File: src/core/acsq_pkg.sv
// Functional notes
// Rising convert pin starts scan when enabled
// Control register write starts scan otherwise
// Convert first to last channel, nine max
// Conversion kind picks single or continuous
// External triggering forces single pass
// Direct mode: one pass, then idle
// Auto repeats until retrigger or mode change
// Host keeps last channel not below first
// Each result lands in its staging register
// Last channel copies staging to results
// Result copy waits for ongoing read
// Channel n to result n, 8 temperature
// Host keeps bus quiet during conversion
// Direct mode completion sets flag, pin low
// Result read or restart clears flag
// Auto mode: 2us ready pulse, flag zero
// First four channels checked, global alarm
// Four pins show individual alarms
// New trigger clears alarms, releases pin
// Reference source bit, internal by default
// Reference level bit, 1.25V default
// Temperature: high then low current, difference
// Host includes temperature in auto group
// Convert pin synchronised, one request per edge
// Conversion length is a cycle count
package acsq_pkg;

  localparam int          CLK_PERIOD_NS   = 50;
  localparam int          CONV_TIME_NS    = 5000;
  localparam int          CONV_CYCLES     = (CONV_TIME_NS + CLK_PERIOD_NS - 1) / CLK_PERIOD_NS;
  localparam int          PULSE_TIME_NS   = 2000;
  localparam int          PULSE_CYCLES    = PULSE_TIME_NS / CLK_PERIOD_NS;

  localparam int          NUM_CH          = 9;
  localparam logic [3:0]  TEMP_CH         = 4'h8;
  localparam int          NUM_MON         = 4;
  localparam int          DATA_W          = 12;

  // Word indices; byte address is four times the index
  localparam logic [5:0]  IDX_RESULT0     = 6'h00;
  localparam logic [5:0]  IDX_ALARM       = 6'h09;
  localparam logic [5:0]  IDX_STATUS      = 6'h0a;
  localparam logic [5:0]  IDX_CTRL        = 6'h0b;
  localparam logic [5:0]  IDX_THR0        = 6'h0c;
  localparam logic [5:0]  IDX_LAST        = 6'h13;

  // Status/configuration fields
  localparam int          ST_EXT_TRIG     = 0;
  localparam int          ST_REF_SRC      = 1;
  localparam int          ST_REF_LVL      = 2;
  localparam int          ST_READY_FLAG   = 3;
  localparam int          ST_BUSY         = 4;
  localparam int          ST_GPIO_LO      = 8;

  // ADC control fields
  localparam int          CT_FIRST_LO     = 0;
  localparam int          CT_LAST_LO      = 4;
  localparam int          CT_KIND         = 8;

  localparam logic [11:0] THR_HI_RESET    = 12'hfff;
  localparam logic [11:0] THR_LO_RESET    = 12'h000;

  typedef enum logic {
    ACSQ_IDLE,
    ACSQ_CONV
  } acsq_state_e;

endpackage : acsq_pkg

File: src/core/acsq_top.sv
// The address map and the APB slave port were chosen for this implementation.
module acsq_top
  import acsq_pkg::*;
(
  // APB
  input  wire logic        pclk,
  input  wire logic        presetn,
  input  wire logic        psel,
  input  wire logic        penable,
  input  wire logic        pwrite,
  input  wire logic [7:0]  paddr,
  input  wire logic [31:0] pwdata,
  output logic      [31:0] prdata,
  output logic             pready,
  output logic             pslverr,
  // Converter
  input  wire logic        convert_pin,
  input  wire logic [11:0] adc_code,
  output logic      [3:0]  adc_mux,
  output logic             temp_high_current,
  // Handshake and alarms
  output logic             data_ready_n,
  output logic             global_alarm_n,
  output logic      [3:0]  gpio_alarm_n,
  // Reference control
  output logic             ref_source_select,
  output logic             ref_level_select
);

  function automatic logic hit(input logic [7:0] a, input logic [5:0] idx);
    return (a[1:0] == 2'b00) && (a[7:2] == idx);
  endfunction : hit

  ////////////////////////////////////////////////////////////////////////////
  logic              conv_meta_reg;
  logic              conv_sync_reg;
  logic              conv_prev_reg;
  logic              ext_trigger_enable_reg;
  logic              ref_src_reg;
  logic              ref_lvl_reg;
  logic [3:0]        gpio_en_reg;
  logic [3:0]        scan_first_channel_reg;
  logic [3:0]        scan_last_channel_reg;
  logic              conversion_kind_reg;
  acsq_state_e       state_reg;
  logic [3:0]        cur_ch_reg;
  logic [7:0]        cnt_reg;
  logic              temp_phase_reg;
  logic [11:0]       temp_first_reg;
  logic [11:0]       staging_register [NUM_CH];
  logic [11:0]       result_reg [NUM_CH];
  logic [11:0]       thr_reg [2*NUM_MON];
  logic [NUM_CH-1:0] pend_reg;
  logic              notify_reg;
  logic              notify_auto_reg;
  logic              data_ready_flag_reg;
  logic [5:0]        pulse_reg;
  logic [3:0]        range_alarm_flag_reg;
  logic [31:0]       prdata_reg;
  logic              pready_reg;
  logic              pslverr_reg;
  logic              data_ready_n_reg;
  logic              global_alarm_n_reg;
  logic [3:0]        gpio_alarm_n_reg;
  logic              temp_high_reg;

  ////////////////////////////////////////////////////////////////////////////
  // Bus decode
  wire        setup      = psel & ~penable;
  wire        done       = psel & penable & pready_reg;
  wire        wr         = done & pwrite;
  wire [5:0]  word       = paddr[7:2];
  wire        mapped     = (paddr[1:0] == 2'b00) && (word <= IDX_LAST);
  wire        rd_result  = done & ~pwrite & mapped & (word < IDX_ALARM);
  wire        ctrl_wr    = wr & hit(paddr, IDX_CTRL);
  wire        status_wr  = wr & hit(paddr, IDX_STATUS);

  // edge detect
  wire        ext_edge   = conv_sync_reg & ~conv_prev_reg;
  // trigger select
  wire        trigger    = ext_trigger_enable_reg ? ext_edge : ctrl_wr;
  wire [3:0]  first_next = ctrl_wr ? pwdata[CT_FIRST_LO +: 4] : scan_first_channel_reg;
  // mode decode
  wire        auto_mode  = ~ext_trigger_enable_reg & conversion_kind_reg;

  ////////////////////////////////////////////////////////////////////////////
  // Sequencer decode
  wire        conv_end   = (state_reg == ACSQ_CONV) && (cnt_reg == 8'(CONV_CYCLES - 1));
  wire        temp_step1 = (cur_ch_reg == TEMP_CH) && !temp_phase_reg;
  wire        ch_done    = conv_end && !temp_step1;
  // end of group, nine channels at most
  wire        last_hit   = (cur_ch_reg == scan_last_channel_reg) || (cur_ch_reg == TEMP_CH);
  wire        scan_end   = ch_done && last_hit;
  // difference of the two drive currents
  wire [11:0] temp_diff  = (temp_first_reg >= adc_code) ? temp_first_reg - adc_code : 12'h000;
  wire [11:0] result_val = (cur_ch_reg == TEMP_CH) ? temp_diff : adc_code;

  ////////////////////////////////////////////////////////////////////////////
  always_ff @(posedge pclk or negedge presetn) begin
    if (!presetn) begin
      conv_meta_reg <= 1'b0;
      conv_sync_reg <= 1'b0;
      conv_prev_reg <= 1'b0;
    end else begin
      conv_meta_reg <= convert_pin;
      conv_sync_reg <= conv_meta_reg;
      conv_prev_reg <= conv_sync_reg;
    end
  end

  // configuration, both reference bits reset to 0
  always_ff @(posedge pclk or negedge presetn) begin
    if (!presetn) begin
      ext_trigger_enable_reg <= 1'b0;
      ref_src_reg            <= 1'b0;
      ref_lvl_reg            <= 1'b0;
      gpio_en_reg            <= 4'h0;
      scan_first_channel_reg <= 4'h0;
      scan_last_channel_reg  <= 4'h0;
      conversion_kind_reg    <= 1'b0;
    end else begin
      if (status_wr) begin
        ext_trigger_enable_reg <= pwdata[ST_EXT_TRIG];
        ref_src_reg            <= pwdata[ST_REF_SRC];
        ref_lvl_reg            <= pwdata[ST_REF_LVL];
        gpio_en_reg            <= pwdata[ST_GPIO_LO +: 4];
      end
      if (ctrl_wr) begin
        scan_first_channel_reg <= pwdata[CT_FIRST_LO +: 4];
        scan_last_channel_reg  <= pwdata[CT_LAST_LO +: 4];
        conversion_kind_reg    <= pwdata[CT_KIND];
      end
    end
  end

  genvar t;
  generate
    for (t = 0; t < 2 * NUM_MON; t++) begin : g_thr
      always_ff @(posedge pclk or negedge presetn) begin
        if (!presetn) begin
          thr_reg[t] <= (t % 2 == 0) ? THR_HI_RESET : THR_LO_RESET;
        end else if (wr && hit(paddr, IDX_THR0 + 6'(t))) begin
          thr_reg[t] <= pwdata[DATA_W-1:0];
        end
      end
    end
  endgenerate

  ////////////////////////////////////////////////////////////////////////////
  // Scan sequencer; a trigger always restarts from the first channel
  always_ff @(posedge pclk or negedge presetn) begin
    if (!presetn) begin
      state_reg      <= ACSQ_IDLE;
      cur_ch_reg     <= 4'h0;
      cnt_reg        <= 8'h00;
      temp_phase_reg <= 1'b0;
      temp_first_reg <= 12'h000;
      temp_high_reg  <= 1'b0;
    end else if (trigger) begin
      // new trigger restarts
      state_reg      <= ACSQ_CONV;
      cur_ch_reg     <= first_next;
      cnt_reg        <= 8'h00;
      temp_phase_reg <= 1'b0;
      temp_high_reg  <= (first_next == TEMP_CH);
    end else if (state_reg == ACSQ_CONV) begin
      // fixed conversion length
      cnt_reg <= conv_end ? 8'h00 : cnt_reg + 8'h01;
      if (conv_end && temp_step1) begin
        // switch to low current
        temp_first_reg <= adc_code;
        temp_phase_reg <= 1'b1;
        temp_high_reg  <= 1'b0;
      end else if (scan_end) begin
        temp_phase_reg <= 1'b0;
        // loop only while auto mode holds
        if (auto_mode) begin
          cur_ch_reg    <= scan_first_channel_reg;
          temp_high_reg <= (scan_first_channel_reg == TEMP_CH);
        end else begin
          state_reg     <= ACSQ_IDLE;
          temp_high_reg <= 1'b0;
        end
      end else if (ch_done) begin
        cur_ch_reg    <= cur_ch_reg + 4'h1;
        temp_high_reg <= (cur_ch_reg + 4'h1 == TEMP_CH);
      end
    end
  end

  ////////////////////////////////////////////////////////////////////////////
  // Two-stage result buffer
  logic [NUM_CH-1:0] busy;
  logic [NUM_CH-1:0] pend_next;
  genvar n;
  generate
    for (n = 0; n < NUM_CH; n++) begin : g_ch
      // copy held off while this register is being read out
      assign busy[n]      = psel & ~pwrite & hit(paddr, IDX_RESULT0 + 6'(n));
      assign pend_next[n] = scan_end | (pend_reg[n] & busy[n]);
      always_ff @(posedge pclk or negedge presetn) begin
        if (!presetn) begin
          staging_register[n] <= 12'h000;
          result_reg[n]       <= 12'h000;
        end else begin
          // staging by channel address
          if (ch_done && cur_ch_reg == 4'(n)) begin
            staging_register[n] <= result_val;
          end
          // copy after the last channel
          if (pend_reg[n] && !busy[n]) begin
            result_reg[n] <= staging_register[n];
          end
        end
      end
    end
  endgenerate

  ////////////////////////////////////////////////////////////////////////////
  // Ready handshake
  wire       update_done = notify_reg && (pend_reg == '0);
  wire       flag_next   = (update_done && !notify_auto_reg) ? 1'b1 :
                           (rd_result || trigger || auto_mode) ? 1'b0 : data_ready_flag_reg;
  wire [5:0] pulse_next  = (update_done && notify_auto_reg) ? 6'(PULSE_CYCLES) :
                           (pulse_reg != 6'h00) ? pulse_reg - 6'h01 : 6'h00;

  // Range check of the first four channels of the group
  wire [3:0]  mon_off   = cur_ch_reg - scan_first_channel_reg;
  wire        mon       = ch_done && (cur_ch_reg >= scan_first_channel_reg) && (mon_off < 4'(NUM_MON));
  wire [11:0] thr_hi    = thr_reg[{mon_off[1:0], 1'b0}];
  wire [11:0] thr_lo    = thr_reg[{mon_off[1:0], 1'b1}];
  wire        oor       = (result_val > thr_hi) || (result_val < thr_lo);
  wire [3:0]  alarm_set = (mon && oor) ? (4'h1 << mon_off[1:0]) : 4'h0;
  // trigger clears alarms
  wire [3:0]  alarm_next = trigger ? 4'h0 : (range_alarm_flag_reg | alarm_set);

  always_ff @(posedge pclk or negedge presetn) begin
    if (!presetn) begin
      pend_reg             <= '0;
      notify_reg           <= 1'b0;
      notify_auto_reg      <= 1'b0;
      data_ready_flag_reg  <= 1'b0;
      pulse_reg            <= 6'h00;
      data_ready_n_reg     <= 1'b1;
      range_alarm_flag_reg <= 4'h0;
      global_alarm_n_reg   <= 1'b1;
      gpio_alarm_n_reg     <= 4'hf;
    end else begin
      pend_reg             <= pend_next;
      notify_reg           <= scan_end | (notify_reg & ~update_done);
      notify_auto_reg      <= scan_end ? auto_mode : notify_auto_reg;
      // direct flag, set wins over clear
      data_ready_flag_reg  <= flag_next;
      // auto pulse
      pulse_reg            <= pulse_next;
      data_ready_n_reg     <= ~(flag_next | (pulse_next != 6'h00));
      // per-channel and global alarms
      range_alarm_flag_reg <= alarm_next;
      global_alarm_n_reg   <= ~(|alarm_next);
      // alarm on enabled pins
      gpio_alarm_n_reg     <= ~(alarm_next & gpio_en_reg);
    end
  end

  ////////////////////////////////////////////////////////////////////////////
  // Read mux; captured in setup so access phase needs no wait
  logic [31:0] rd_mux;
  always_comb begin
    rd_mux = 32'h0000_0000;
    if (word < IDX_ALARM) begin
      rd_mux = {20'h00000, result_reg[word[3:0]]};
    end else if (word == IDX_ALARM) begin
      rd_mux = {28'h0000000, range_alarm_flag_reg};
    end else if (word == IDX_STATUS) begin
      rd_mux[ST_EXT_TRIG]       = ext_trigger_enable_reg;
      rd_mux[ST_REF_SRC]        = ref_src_reg;
      rd_mux[ST_REF_LVL]        = ref_lvl_reg;
      rd_mux[ST_READY_FLAG]     = data_ready_flag_reg;
      rd_mux[ST_BUSY]           = (state_reg == ACSQ_CONV);
      rd_mux[ST_GPIO_LO +: 4]   = gpio_en_reg;
    end else if (word == IDX_CTRL) begin
      rd_mux[CT_FIRST_LO +: 4]  = scan_first_channel_reg;
      rd_mux[CT_LAST_LO +: 4]   = scan_last_channel_reg;
      rd_mux[CT_KIND]           = conversion_kind_reg;
    end else if (word <= IDX_LAST) begin
      rd_mux = {20'h00000, thr_reg[3'(word - IDX_THR0)]};
    end
    if (!mapped) begin
      rd_mux = 32'h0000_0000;
    end
  end

  always_ff @(posedge pclk or negedge presetn) begin
    if (!presetn) begin
      prdata_reg  <= 32'h0000_0000;
      pready_reg  <= 1'b0;
      pslverr_reg <= 1'b0;
    end else begin
      prdata_reg  <= setup ? rd_mux : prdata_reg;
      pready_reg  <= setup;
      pslverr_reg <= setup & ~mapped;
    end
  end

  assign prdata            = prdata_reg;
  assign pready            = pready_reg;
  assign pslverr           = pslverr_reg;
  assign adc_mux           = cur_ch_reg;
  assign temp_high_current = temp_high_reg;
  assign data_ready_n      = data_ready_n_reg;
  assign global_alarm_n    = global_alarm_n_reg;
  assign gpio_alarm_n      = gpio_alarm_n_reg;
  assign ref_source_select = ref_src_reg;
  assign ref_level_select  = ref_lvl_reg;

endmodule : acsq_top

File: config.mk
export PLATFORM = sky130hd
export DESIGN_NAME = acsq_top
export DESIGN_NICKNAME = d
export VERILOG_FILES = /design/src/core/acsq_pkg.sv /design/src/core/acsq_top.sv
export SDC_FILE = /design/constraint.sdc
export NUM_CORES = 1
export LEC_CHECK = 0
export BUFFER_PORTS_ARGS = -buffer_cell sky130_fd_sc_hd__buf_2
export CAP_MARGIN = 10
export CORE_MARGIN = 3
export CORE_UTILIZATION = 35
export CTS_BUF_LIST = sky130_fd_sc_hd__clkbuf_8
export CTS_CLUSTER_DIAMETER = 50
export DETAILED_ROUTE_END_ITERATION = 12
export MAX_ROUTING_LAYER = met4
export PLACE_DENSITY = 0.56
export SYNTH_ARGS = -nofsm -noshare
export SYNTH_HDL_FRONTEND = slang
export SYNTH_SLANG_ARGS = --single-unit
File: constraint.sdc
create_clock -name pclk -period 5.37 [get_ports pclk]
set_input_delay 0.537 -clock pclk [delete_from_list [all_inputs] [get_ports pclk]]
set_output_delay 0.537 -clock pclk [all_outputs]
set_load 0.01 [all_outputs]
Word-level counts from Yosys, hierarchy flattened
Cells that the tools add are included.

$add $sub $neg: 6. Multipliers: 0. Div/mod/pow operators: 0. Order comparisons: 11. Equal/unequal tests: 34. Shift-type cells: 1. Multiplexer cells: 56. Bitwise logic cells: 59. Reductions and logical operators: 88.

Operators with widths (count): $mux W12 (11); $bmux W12 S3 (3); $mux W32 (3); $logic_and A1 B1 Y1 (57); $bmux W12 S4 (1); $eq A6 B4 Y1 const B (8); $mux W4 (10); $and A1 B1 Y1 (32); $eq A6 B3 Y1 const B (4); $eq A6 B5 Y1 const B (4); $mux W8 (3); $mux W20 (1); $mux W1 (18); $eq A4 B3 Y1 const B (4); $eq A4 B4 Y1 const B (4); $eq A6 B2 Y1 const B (2); $ge A12 B12 Y1 (1); $ge A4 B4 Y1 const B (3); $gt A12 B12 Y1 (1); $logic_not A1 Y1 (12); $lt A12 B12 Y1 (1); $mux W6 (2); $not A3 Y4 (3); $reduce_bool A6 Y1 (2); 40 further kinds (65).

Register bits: 420. Bits in latches: 0. Bits in writable memories: 0. Bits in read-only memories: 0. Input bits: 58. Output and inout bits: 47. Word-level logic and storage cells: 309. Memories: 0.

Logic depth before layout (Yosys ltp)
Gate-level depths: netlist of run 1.

Depth after elaboration: 13. Gate-level depth with buffers: 19. Mapped depth without buffers: 18.

Least setup slack after synthesis of run 1
Ideal clock, no wire load.

Path kind: register -> register. Start point: register cur_ch_reg[0] (netlist: adc_mux[0]). End point: register range_alarm_flag_reg[1]. Library setup time: 0.124 ns. Data arrival time: 3.994 ns. Required time: 5.246 ns. Setup slack: 1.252 ns. Cell stages (with the launch flop): 15. Buffers on the path: 2. Period minus slack after synthesis: 4.118 ns. Path through: dfrtp_1 > inv_1 > ha_1 > clkbuf_1 > clkbuf_1 > mux4_2 > inv_1 > ha_1 > nor2b_1 > o211ai_1 > a21oi_1 > a2111oi_0 > o22a_1 > a211oi_1 > or2_1.

Longest elaborated chain between the ends: 11. Elaborated cells on any way between the ends: 26. Those cells by class: add/sub (1); order compare (4); eq/ne (1); shift (1); mux (9); bitwise (3); reduce/logical (7).

Ends and longest elaborated chain: start, declared (line acsq_top.sv:46) `logic [3:0] cur_ch_reg;`; start signal, assigned (line acsq_top.sv:162) `cur_ch_reg <= first_next;`; start signal, assigned (line acsq_top.sv:178) `cur_ch_reg <= scan_first_channel_reg;`; start signal, assigned (line acsq_top.sv:185) `cur_ch_reg <= cur_ch_reg + 4'h1;`; $sub A4 B4 Y4 (line acsq_top.sv:228) `wire [3:0] mon_off = cur_ch_reg - scan_first_channel_reg;`; $not A3 Y4, on equally long branches (line acsq_top.sv:230, acsq_top.sv:231); $bmux W12 S3, on equally long branches (line acsq_top.sv:230, acsq_top.sv:231); $mux W12, on equally long branches (2 in series) (line acsq_top.sv:230, acsq_top.sv:231); $gt A12 B12 Y1 / $lt A12 B12 Y1 (equally long branches) (line acsq_top.sv:232) `wire oor = (result_val > thr_hi) || (result_val < thr_lo);`; $logic_or A1 B1 Y1 (line acsq_top.sv:232); $logic_and A1 B1 Y1 (line acsq_top.sv:233) `wire [3:0] alarm_set = (mon && oor) ? (4'h1 << mon_off[1:0]) : 4'h0;`; $mux W4 (*) (line acsq_top.sv:233); $or A4 B4 Y4 (*) (line acsq_top.sv:235) `wire [3:0] alarm_next = trigger ? 4'h0 : (range_alarm_flag_reg | alarm_set);`; $mux W4 (*) (line acsq_top.sv:235); net alarm_next[1] (line acsq_top.sv:235); end signal, assigned (line acsq_top.sv:258) `range_alarm_flag_reg <= alarm_next;`; end, declared (line acsq_top.sv:58) `logic [3:0] range_alarm_flag_reg;`.

Mark *: on every way through the listed nets, which the timed path passes. The rest lies on a longest branch. The select of a mux whose other input is x is not followed. A chain may end at the register's enable or synchronous reset.

Worst setup path in the final report of run 1
Start point: register temp_first_reg[0]. End point: register range_alarm_flag_reg[1].

Longest elaborated chain between the ends: 9. Elaborated cells on any way between the ends: 11. Those cells by class: add/sub (1); order compare (3); mux (4); bitwise (1); reduce/logical (2).

Ends and longest elaborated chain: start, declared (line acsq_top.sv:49) `logic [11:0] temp_first_reg;`; start signal, assigned (line acsq_top.sv:171) `temp_first_reg <= adc_code;`; $sub A12 B12 Y12 / $ge A12 B12 Y1 (equally long branches) (line acsq_top.sv:95) `wire [11:0] temp_diff = (temp_first_reg >= adc_code) ? temp_first_reg - adc_code : 12'h000;`; $mux W12 (*) (line acsq_top.sv:95); $mux W12 (*) (line acsq_top.sv:96) `wire [11:0] result_val = (cur_ch_reg == TEMP_CH) ? temp_diff : adc_code;`; net result_val[3] (line acsq_top.sv:96); $gt A12 B12 Y1 / $lt A12 B12 Y1 (equally long branches) (line acsq_top.sv:232); $logic_or A1 B1 Y1 (*) (line acsq_top.sv:232); $logic_and A1 B1 Y1 (*) (line acsq_top.sv:233); $mux W4 (*) (line acsq_top.sv:233); $or A4 B4 Y4 (*) (line acsq_top.sv:235); $mux W4 (*) (line acsq_top.sv:235); net alarm_next[1] (line acsq_top.sv:235).

Mark *: on every way through the listed nets, which the timed path passes. The rest lies on a longest branch.

==> results of run 1 <==
## logic make-up after synthesis
kind of cell	count (synthesis)	synth area share, %
xor gates and xnor gates	20	0.897
muxes	306	21.7
DFF	400	51.6
buffers and inverters	169	3.81
and+or+nand+nor	394	9.45
adders and majority gates	49	3.22
other	1	0.0192
AOI/OAI and AO/OA	298	9.31
## stage by stage
stage,instance area [um2],cells,util [%],setup slack (ns)
after floorplan,19600,1656,-,1.25
after global placement,20600,2385,37.9,0.597
after detailed placement,20600,2385,37.9,0.554
after CTS,22100,2517,40.6,0.851
after global routing,22100,2520,40.6,0.445
final,22100,2520,40.6,0.851
## synth_stat cells (all sizes together), types with 4 or more instances
library cell,number
clkbuf,62
o31ai,8
buf,43
nand3,23
nand4,12
nand3b,6
a31o,9
a21oi,47
xnor2,6
mux2,215
or3,4
nor2,66
nor2b,10
dfrtp,346
a32o,12
and3,5
dfstp,54
a21boi,4
a211o,6
nand2,191
o221ai,4
and2,20
or4,4
nor3,17
o21a,5
o22ai,4
mux4,72
inv,64
ha,47
mux2i,19
nand2b,13
a22oi,12
xor2,14
nor4,5
o21ai,152
a211oi,10
or2,8
## metal layers
layer	vias to the layer above	share of wire [%]	global-route usage [%]
li1	6051	-	-
met1	6786	47	25.7
met2	371	45	28.1
met3	90	5.8	4.49
met4	0	2.5	6.10
met5	-	0	-
## area by class of cell
class	count	area, um2
Tap cell	739	925
Multi-Input combinational cell	1087	8810
Sequential cell	400	10100
Inverter	64	240
Clock buffer	91	1250
Antenna cell	3	7.51
Timing Repair Buffer	96	588
Fill cell	5191	32300
Clock inverter	40	229
## final timing paths
path,from,endpoint,cells after the start
max,temp_first_reg[0]$_DFFE_PN0P_,range_alarm_flag_reg[1]$_DFF_PN0_,17
min,presetn,staging_register[52]$_DFFE_PN0P_,1
max reg2reg,temp_first_reg[0]$_DFFE_PN0P_,range_alarm_flag_reg[1]$_DFF_PN0_,17
min reg2reg,conv_meta_reg$_DFF_PN0_,conv_sync_reg$_DFF_PN0_,0
max in group asynchronous,presetn,result_reg[33]$_DFFE_PN0P_,2
min in group pclk,adc_code[9],temp_first_reg[9]$_DFFE_PN0P_,3
## power by group through the flow
stage               combinational (uW)  clock [uW]  sequential [uW]
floorplan                          404           0             3150
global placement                   690           0             3150
detailed placement                 704           0             3150
CTS                                707        2990             3100
global route                       772        3120             3110
finish                             702        2910             3100
## placed cells by master, fill, tap and decap left out, types with 9 or more instances in the layout
cell      instances
a211oi_1         10
a21oi_1          47
a22oi_1          12
a31o_2            9
a32o_1           12
and2_1           19
buf_2            62
buf_4            31
clkbuf_8         91
conb_1           20
dfrtp_1         346
dfstp_2          54
ha_1             47
inv_1            90
mux2_2          215
mux2i_1          19
mux4_2           72
nand2_1         191
nand2b_1         13
nand3_1          23
nand4_1          11
nor2_1           62
nor2b_1          10
nor3_1           16
o21ai_0         143
o21ai_2           9
xor2_1           14
==> flow_metrics.tcl, run 1 <==
set metrics [dict create \
    areaGrowthSynthToFinish_pct 13.4 \
    synthesis.area_um2 19500 \
    rows 85 \
    peakVddDrop_v 0.000196 \
    worstPathArrival_ns 5.04 \
    cpLargestDelayFamily "compound AO/OA/AOI/OAI gates" \
    p_leak_uw 0.0103 \
    overflow 0 \
    status "finished with violations" \
    die_area_um2 58700 \
    cp_data_required_time_ns 5.89 \
    die_w_um 242 \
    ys_warn_count 0 \
    pin_count 105 \
    period_needed_ns 4.52 \
    cts_tree "yes" \
    max_freq_ghz 0.221 \
    final_hold_viol_count 1 \
    yosys.area.top_type "dfrtp_1" \
    dominantRegCellSynth "dfrtp_1" \
    synth_area_per_cell_um2 11.9 \
    async_flop_share_pct 100 \
    power.share.clock_pct 43.3 \
    switchingPower_uw 1790 \
    yosys-top-cells-area "dfrtp_1 44%, mux2_2 12%, mux4_2 8.3%" \
    min_path_type "input port to asynchronous set/reset pin" \
    worst_pin_slew_ns 1.18 \
    max_slew_margin_pct 21.0 \
    pwr-share-seq_pct 46.3 \
    dr.pass1.iters 5 \
    grt_max_degree 110 \
    cellPowerDensity_nw_per_um2 303 \
    violations "hold timing" \
    synth-seq-cells 400 \
    place_hpwl_um 36900 \
    max_stage_delay_ns 0.53 \
    fin_hold_ws_ns -0.00532 \
    critPathBufInv 2 \
    drive_gt1_share_pct 32.3 \
    synth.distinct_cells 72 \
    min_period_over_period_pct 84.2 \
    wirelength_um 53700 \
    place.gp.congestion 0.894 \
    drv_cap 0 \
    end_kind "register" \
    post_cts_resize_count 0 \
    port_buffers 64 \
    synth_edf_count 0 \
    grt_pass1_vias 13684 \
    crit_type "register to register" \
    rrSetupSlack_ns 0.85 \
    path_cells "inv_1 -> ha_1 -> fa_1 -> nor2b_1 -> o22a_1 -> o21ai_0 -> o211a_1 -> nand3b_1 -> a21boi_1 -> inv_1 -> ha_1 -> a21oi_1 -> a21oi_1 -> a2111oi_0 -> o22a_1 -> a211oi_1 -> or2_1" \
    drcViolationCount 0 \
    setup_viol 0 \
    yosysTopAreaCellShare_pct 44.3 \
    synth-seq-area-share_pct 51.6 \
    drt_iter0_drc 852 \
    fin_skew_ns 0.0163 \
    pwr-share-comb_pct 10.5 \
    clk_latency_ns 0.63 \
    cts_hold_buf 1 \
    nNetsFinal 1829 \
    wl_per_cell_um 21.3 \
    cts_buffers 73 \
    clock-sinks 400 \
    vias 13298 \
    grt_usage_pct 19.0 \
    internal_power_uw 4920 \
    core_um2 54500 \
    clk_pin_slew_worst_paths_ns 0.06 \
    via_per_inst 5.28 \
    postRouteAntennaNets 0 \
    syn_inst 1637 \
    slew_violations 0 \
    finalPower_uw 6710 \
    fin_tns_setup_ns 0 \
    die_y_um 242 \
    rsz0062_at_grt "false" \
    start_util_pct 35.9 \
    crit_fanout 17 \
    cts_max_level 3 \
    cts_setup_buffers 0 \
    grt_pass1_wl_um 83300 \
    p_sw_share_pct 26.7 \
    cts_buffer_depth 3 \
    crit_slowest_cell "o211a_1" \
    startpoint_type "register" \
    antenna_found_initial 3 \
    cts_root_buf "clkbuf_8" \
]
(Power assumes the default switching activity.)
==> run 2, diff against run 1 <==
- clock period: 5.37 -> 4.5 ns (I/O delays scaled with it)
==> run 2 against run 1 <==
Compared with the run above:
- the run now ends clean
- wire length fell by 1.4%
- combinational power rose by 24%
- sequential share of layout area fell by 0.49 points
- non-clock buffer count rose by 34
- clock power rose by 15%
- fmax rose by 5.2%
- utilization rose by 0.45 points
- global-route usage fell by 0.19 points
- total power rose by 18%
- hold slack improved by 0.12 ns
- register-to-register slack got worse by 0.65 ns
- largest cell class unchanged
==> flow_metrics.tcl, run 2 (synthesis results as in run 1) <==
set metrics [dict create \
    max_freq_ghz 0.233 \
    antenna_found_initial 3 \
    dr.pass1.iters 7 \
    die_area_um2 58700 \
    peakVddDrop_v 0.000221 \
    cts_root_buf "clkbuf_8" \
    cellPowerDensity_nw_per_um2 354 \
    grt_max_degree 176 \
    fillerInstances 5252 \
    place_hpwl_um 36700 \
    fin_hold_ws_ns 0.116 \
    drcViolationCount 0 \
    drv_cap 0 \
    critPathBufInv 2 \
    min_period_over_period_pct 95.5 \
    setup_viol 0 \
    p_leak_uw 0.0104 \
    final_cell_area_um2 22400 \
    min_path_type "input port to register" \
    clock-sinks 400 \
    end_kind "register" \
    place_area_um2 20900 \
    postRouteAntennaNets 0 \
    layoutNonFillerInstCount 2552 \
    status "finished, final reports clean" \
    max_slew_margin_pct 28.1 \
    place_inst 2417 \
    final_hold_viol_count 0 \
    slew_violations 0 \
    worst_pin_slew_ns 1.08 \
    period_needed_ns 4.30 \
    die_w_um 242 \
    crit_fanout 5 \
    nNetsFinal 1863 \
    grt_usage_pct 18.8 \
    cp_data_required_time_ns 5.06 \
    areaGrowthSynthToFinish_pct 14.6 \
    cts_setup_buffers 0 \
    core_um2 54500 \
    final_common_cell "dfrtp_1" \
    wl_per_cell_um 20.8 \
    cts_tree "yes" \
    grt_pass1_wl_um 82500 \
    clk_latency_ns 0.64 \
    fin_skew_ns 0.0367 \
    layout_common_cells "346 x dfrtp_1, 215 x mux2_2, 191 x nand2_1, 142 x o21ai_0" \
    crit_slowest_cell "dfrtp_1" \
    pin_count 105 \
    crit_type "register to register" \
    via_per_inst 5.23 \
    start_util_pct 35.9 \
    max_stage_delay_ns 0.39 \
    die_y_um 242 \
    drive_gt1_share_pct 33.1 \
    cts_max_level 3 \
    vias 13355 \
    clk_pin_slew_worst_paths_ns 0.06 \
    worstPathArrival_ns 4.86 \
    wirelength_um 53000 \
    overflow 0 \
    port_buffers 64 \
    cpLargestDelayFamily "compound AO/OA/AOI/OAI gates" \
    path_cells "ha_1 -> nor2b_1 -> o31ai_2 -> a32oi_1 -> a211o_1 -> a21oi_1 -> xor2_1 -> o21ai_0 -> buf_4 -> ha_1 -> nand2_1 -> or3_1 -> a21oi_1 -> a2111oi_1 -> buf_4 -> o22a_2 -> a211oi_1 -> or2_1" \
    rows 85 \
    startpoint_type "register" \
    place.gp.congestion 0.911 \
    drt_iter0_drc 1068 \
    grt_pass1_vias 13786 \
    cts_buffers 73 \
    cts_buffer_depth 3 \
]
[run 2: cell count changes in the layout (fill, tap and decap cells not counted), sizes merged]
cell,before,now
buf,95,128
clkinv,9,3
inv,90,94
bufinv,2,0
clkbuf,91,93
dlygate4sd3,1,2
[run 2: worst paths after layout]
kind	slack [ns]	depth (start not counted)	start	to
min	0.12	3	adc_code[2]	temp_first_reg[2]$_DFFE_PN0P_
max	0.20	18	temp_first_reg[1]$_DFFE_PN0P_	range_alarm_flag_reg[1]$_DFF_PN0_
max in group asynchronous	2.81	3	presetn	thr_reg[5]$_DFFE_PN0P_
min in group asynchronous	0.35	2	presetn	staging_register[16]$_DFFE_PN0P_
min reg2reg	0.36	0	conv_meta_reg$_DFF_PN0_	conv_sync_reg$_DFF_PN0_
max reg2reg	0.20	18	temp_first_reg[1]$_DFFE_PN0P_	range_alarm_flag_reg[1]$_DFF_PN0_
[run 2: what timing repair did]
action	4_1_cts	5_1_grt
hold buffers	2	0
gates resized for setup	0	9
endpoints found under the setup margin	0	9
endpoints found under the hold margin	55	0
[run 2: stage by stage]
step | worst slack, ns | util [%] | TNS [ns] | power (uW)
6_report | 0.203 | 41.1 | 0 | 7930
2_1_floorplan | 0.382 | - | 0 | 4240
4_1_cts | 0.0705 | 41.0 | 0 | 8040
3_5_place_dp | -0.122 | 38.3 | -0.614 | 4630
3_3_place_gp | -0.0677 | 38.3 | -0.258 | 4610
5_1_grt | -0.0508 | 41.1 | -0.106 | 8320
[run 2: area by class of cell]
type                       instances  area (um2)  area share, %
multi-input combinational       1087        8800           39.3
antenna                            3        7.51         0.0336
timing repair buffer             130         887           3.96
clock inverter                    36         155          0.693
clock buffer                      93        1280           5.72
sequential                       400       10100           45.0
tap                              739         925           4.13
inverter                          64         240           1.07
[run 2: power breakdown]
part	switching, uW	internal (uW)
registers	48.1	3650
clock network	1510	1850
logic	562	305
[run 2: per-layer routing]
| metal | share of wire, % | GRT usage (%) | wire length (um) | vias to the layer above |
|---|---|---|---|---|
| li1 | - | - | - | 6106 |
| met3 | 6.1 | 4.11 | 3230 | 102 |
| met2 | 44 | 27.4 | 23400 | 379 |
| met5 | 0 | - | 0 | - |
| met1 | 47 | 25.7 | 24800 | 6768 |
| met4 | 2.9 | 6.93 | 1510 | 0 |
[run 2: worst min-delay path: stages]
cell	delay [ns]
buf_2	0.11
inv_1	0.07
o21ai_0	0.08
==> run 3, diff against run 2 <==
- CORE_UTILIZATION: 35 -> 60
- PLACE_DENSITY: 0.56 -> 0.83
==> run 3 against run 2 <==
Compared with the run above:
- sequential power hardly changed
- global-route usage is 11 points higher
- worst setup slack better by 0.0046 ns
- critical path depth stayed put
- die area is 41% lower
- critical endpoint is now range_alarm_flag_reg[2]$_DFF_PN0_
- wire length is 6.1% lower
- first-iteration DRC count is 25% higher
==> flow_metrics.tcl, run 3 (synthesis results as in run 1) <==
set metrics [dict create \
    status "finished, final reports clean" \
    wirelength_um 49700 \
    use_met2_pct 44.2 \
    worstHoldEndpoint "temp_first_reg[0]$_DFFE_PN0P_" \
    crit_type "register to register" \
    grt_util_met1_pct 40.2 \
    cp_data_required_time_ns 5.02 \
    die_y_um 186 \
    max_freq_ghz 0.233 \
    rsz0062_at_grt "true" \
    place_hpwl_um 33700 \
    final_common_cell "dfrtp_1" \
    max_slew_margin_pct 29.8 \
    period_needed_ns 4.29 \
    pin_count 105 \
    utilization_pct 68.6 \
    nNetsFinal 1844 \
    grt_max_degree 129 \
    path_cells "inv_1 -> ha_1 -> fa_1 -> nor2b_1 -> o22a_1 -> o21ai_0 -> o211a_1 -> buf_4 -> a2bb2oi_1 -> inv_1 -> ha_1 -> a211oi_1 -> o211ai_1 -> and3_1 -> nor2_1 -> nand3_1 -> a211oi_1 -> or2_1" \
    postRouteAntennaNets 0 \
    rows 65 \
    vias 14000 \
    cts_buffer_depth 3 \
    areaGrowthSynthToFinish_pct 11.7 \
    die_area_um2 34700 \
    cts_tree "yes" \
    startpoint_type "register" \
    grt_pass1_vias 14136 \
    port_buffers 64 \
    crit_slowest_cell "a211oi_1" \
    clock-sinks 400 \
    die_w_um 186 \
    max_stage_delay_ns 0.45 \
    peakVddDrop_v 0.000234 \
    busiest_layer "met2" \
    rr_startpoint "temp_first_reg[0]$_DFFE_PN0P_" \
    place_area_um2 20400 \
    reg2reg_to "range_alarm_flag_reg[2]$_DFF_PN0_" \
    p_leak_uw 0.0103 \
    fin_skew_ns 0.0362 \
    cts_setup_buffers 0 \
    worst_pin_slew_ns 1.05 \
    setup_viol 0 \
    gr-usage-met3_pct 5.50 \
    via_per_inst 6.31 \
    place.gp.congestion 0.952 \
    r2r_cells 18 \
    cts_max_level 3 \
    end_kind "register" \
    start_util_pct 61.4 \
    min_path_cells 2 \
    antenna_found_initial 0 \
    drv_cap 0 \
    grt_pass1_wl_um 78300 \
    hp-start "adc_code[0]" \
    drive_gt1_share_pct 32.0 \
    slew_violations 0 \
    drcViolationCount 0 \
    overflow 0 \
    core_um2 31800 \
    drt_iter0_drc 1330 \
    min_path_type "input port to register" \
    dr.pass1.iters 5 \
    fillerInstances 2175 \
    grt_usage_pct 29.5 \
    final_hold_viol_count 0 \
    wl_per_cell_um 22.4 \
    crit_fanout 5 \
    cts_root_buf "clkbuf_8" \
    layout_common_cells "346 x dfrtp_1, 215 x mux2_2, 191 x nand2_1, 143 x o21ai_0, 89 x inv_1" \
    min_period_over_period_pct 95.4 \
    final_cell_area_um2 21800 \
    rrSetupSlack_ns 0.21 \
    worstPathArrival_ns 4.82 \
    clk_pin_slew_worst_paths_ns 0.06 \
    cts_buffers 67 \
    cellPowerDensity_nw_per_um2 357 \
    clk_latency_ns 0.60 \
    n_antenna_cell 0 \
]
==> run 3: changes by cell type in the layout (fill, tap and decap cells not counted), sizes merged <==
cell,delta
buf,-13
diode,-3
clkinv,+1
bufinv,+2
clkbuf,-13
clkinvlp,-1
inv,-1
==> run 3: metal layers <==
metal	vias up	part of all wire, %
met5	-	0
met1	7067	41
met4	0	4.3
met3	163	8.8
met2	703	46
li1	6067	-
==> run 3: what timing repair did <==
| item | in CTS | in global routing |
|---|---|---|
| setup endpoints to repair | 0 | 9 |
| hold buffers | 2 | 0 |
| gates resized for setup | 0 | 3 |
| hold endpoints to repair | 6 | 0 |
==> run 3: metrics by stage <==
step           instances  power, uW  setup WS, ns  hold slack (ns)  setup TNS (ns)
6_report            2220       7770         0.208            0.155               0
5_1_grt             2220       8070       -0.0270            0.137         -0.0290
4_1_cts             2220       7800        0.0519            0.123               0
3_5_place_dp        2101       4580        -0.111            0.336          -0.447
3_3_place_gp        2101       4560       -0.0353            0.337         -0.0985
2_1_floorplan       1656       4240         0.382            0.154               0
==> run 3: worst max-delay path, delay by kind of cell, from the launching register on <==
family / cells / cell delay, ns
buffers and inverters: 3 / 0.33
flip-flops: 1 / 0.37
adder cells (fa/ha/maj): 3 / 0.76
AND/OR/NAND/NOR: 5 / 0.85
AO/OA/AOI/OAI: 7 / 1.90
==> run 3: worst max-delay path by stage <==
stage,from,endpoint,slack (ns),cells after the start
3_5_place_dp,adc_code[3],range_alarm_flag_reg[2]$_DFF_PN0_,-0.11,17
5_1_grt,temp_first_reg[0]$_DFFE_PN0P_,gpio_alarm_n[0]$_DFF_PN1_,-0.03,18
2_1_floorplan,adc_mux[0]$_DFFE_PN0P_,range_alarm_flag_reg[1]$_DFF_PN0_,0.38,14
4_1_cts,temp_first_reg[0]$_DFFE_PN0P_,range_alarm_flag_reg[2]$_DFF_PN0_,0.05,17
6_report,temp_first_reg[0]$_DFFE_PN0P_,range_alarm_flag_reg[2]$_DFF_PN0_,0.21,18
3_3_place_gp,adc_code[3],range_alarm_flag_reg[2]$_DFF_PN0_,-0.04,17
==> run 3: power by group <==
part	internal (uW)	leakage [uW]	switching (uW)
registers	3650	0.00471	49.1
clock network	1750	0.000777	1490
logic	296	0.00483	544
==> run 3: area by class of cell <==
type / instances / area [um2] / share of cell area (%)
flip-flops and latches: 400 / 10100 / 46.2
multi-input cells: 1087 / 8780 / 40.3
clock buffers: 80 / 1100 / 5.05
repair buffers: 117 / 811 / 3.72
well taps: 435 / 544 / 2.50
clock inverters: 37 / 248 / 1.14
inverters: 64 / 240 / 1.10
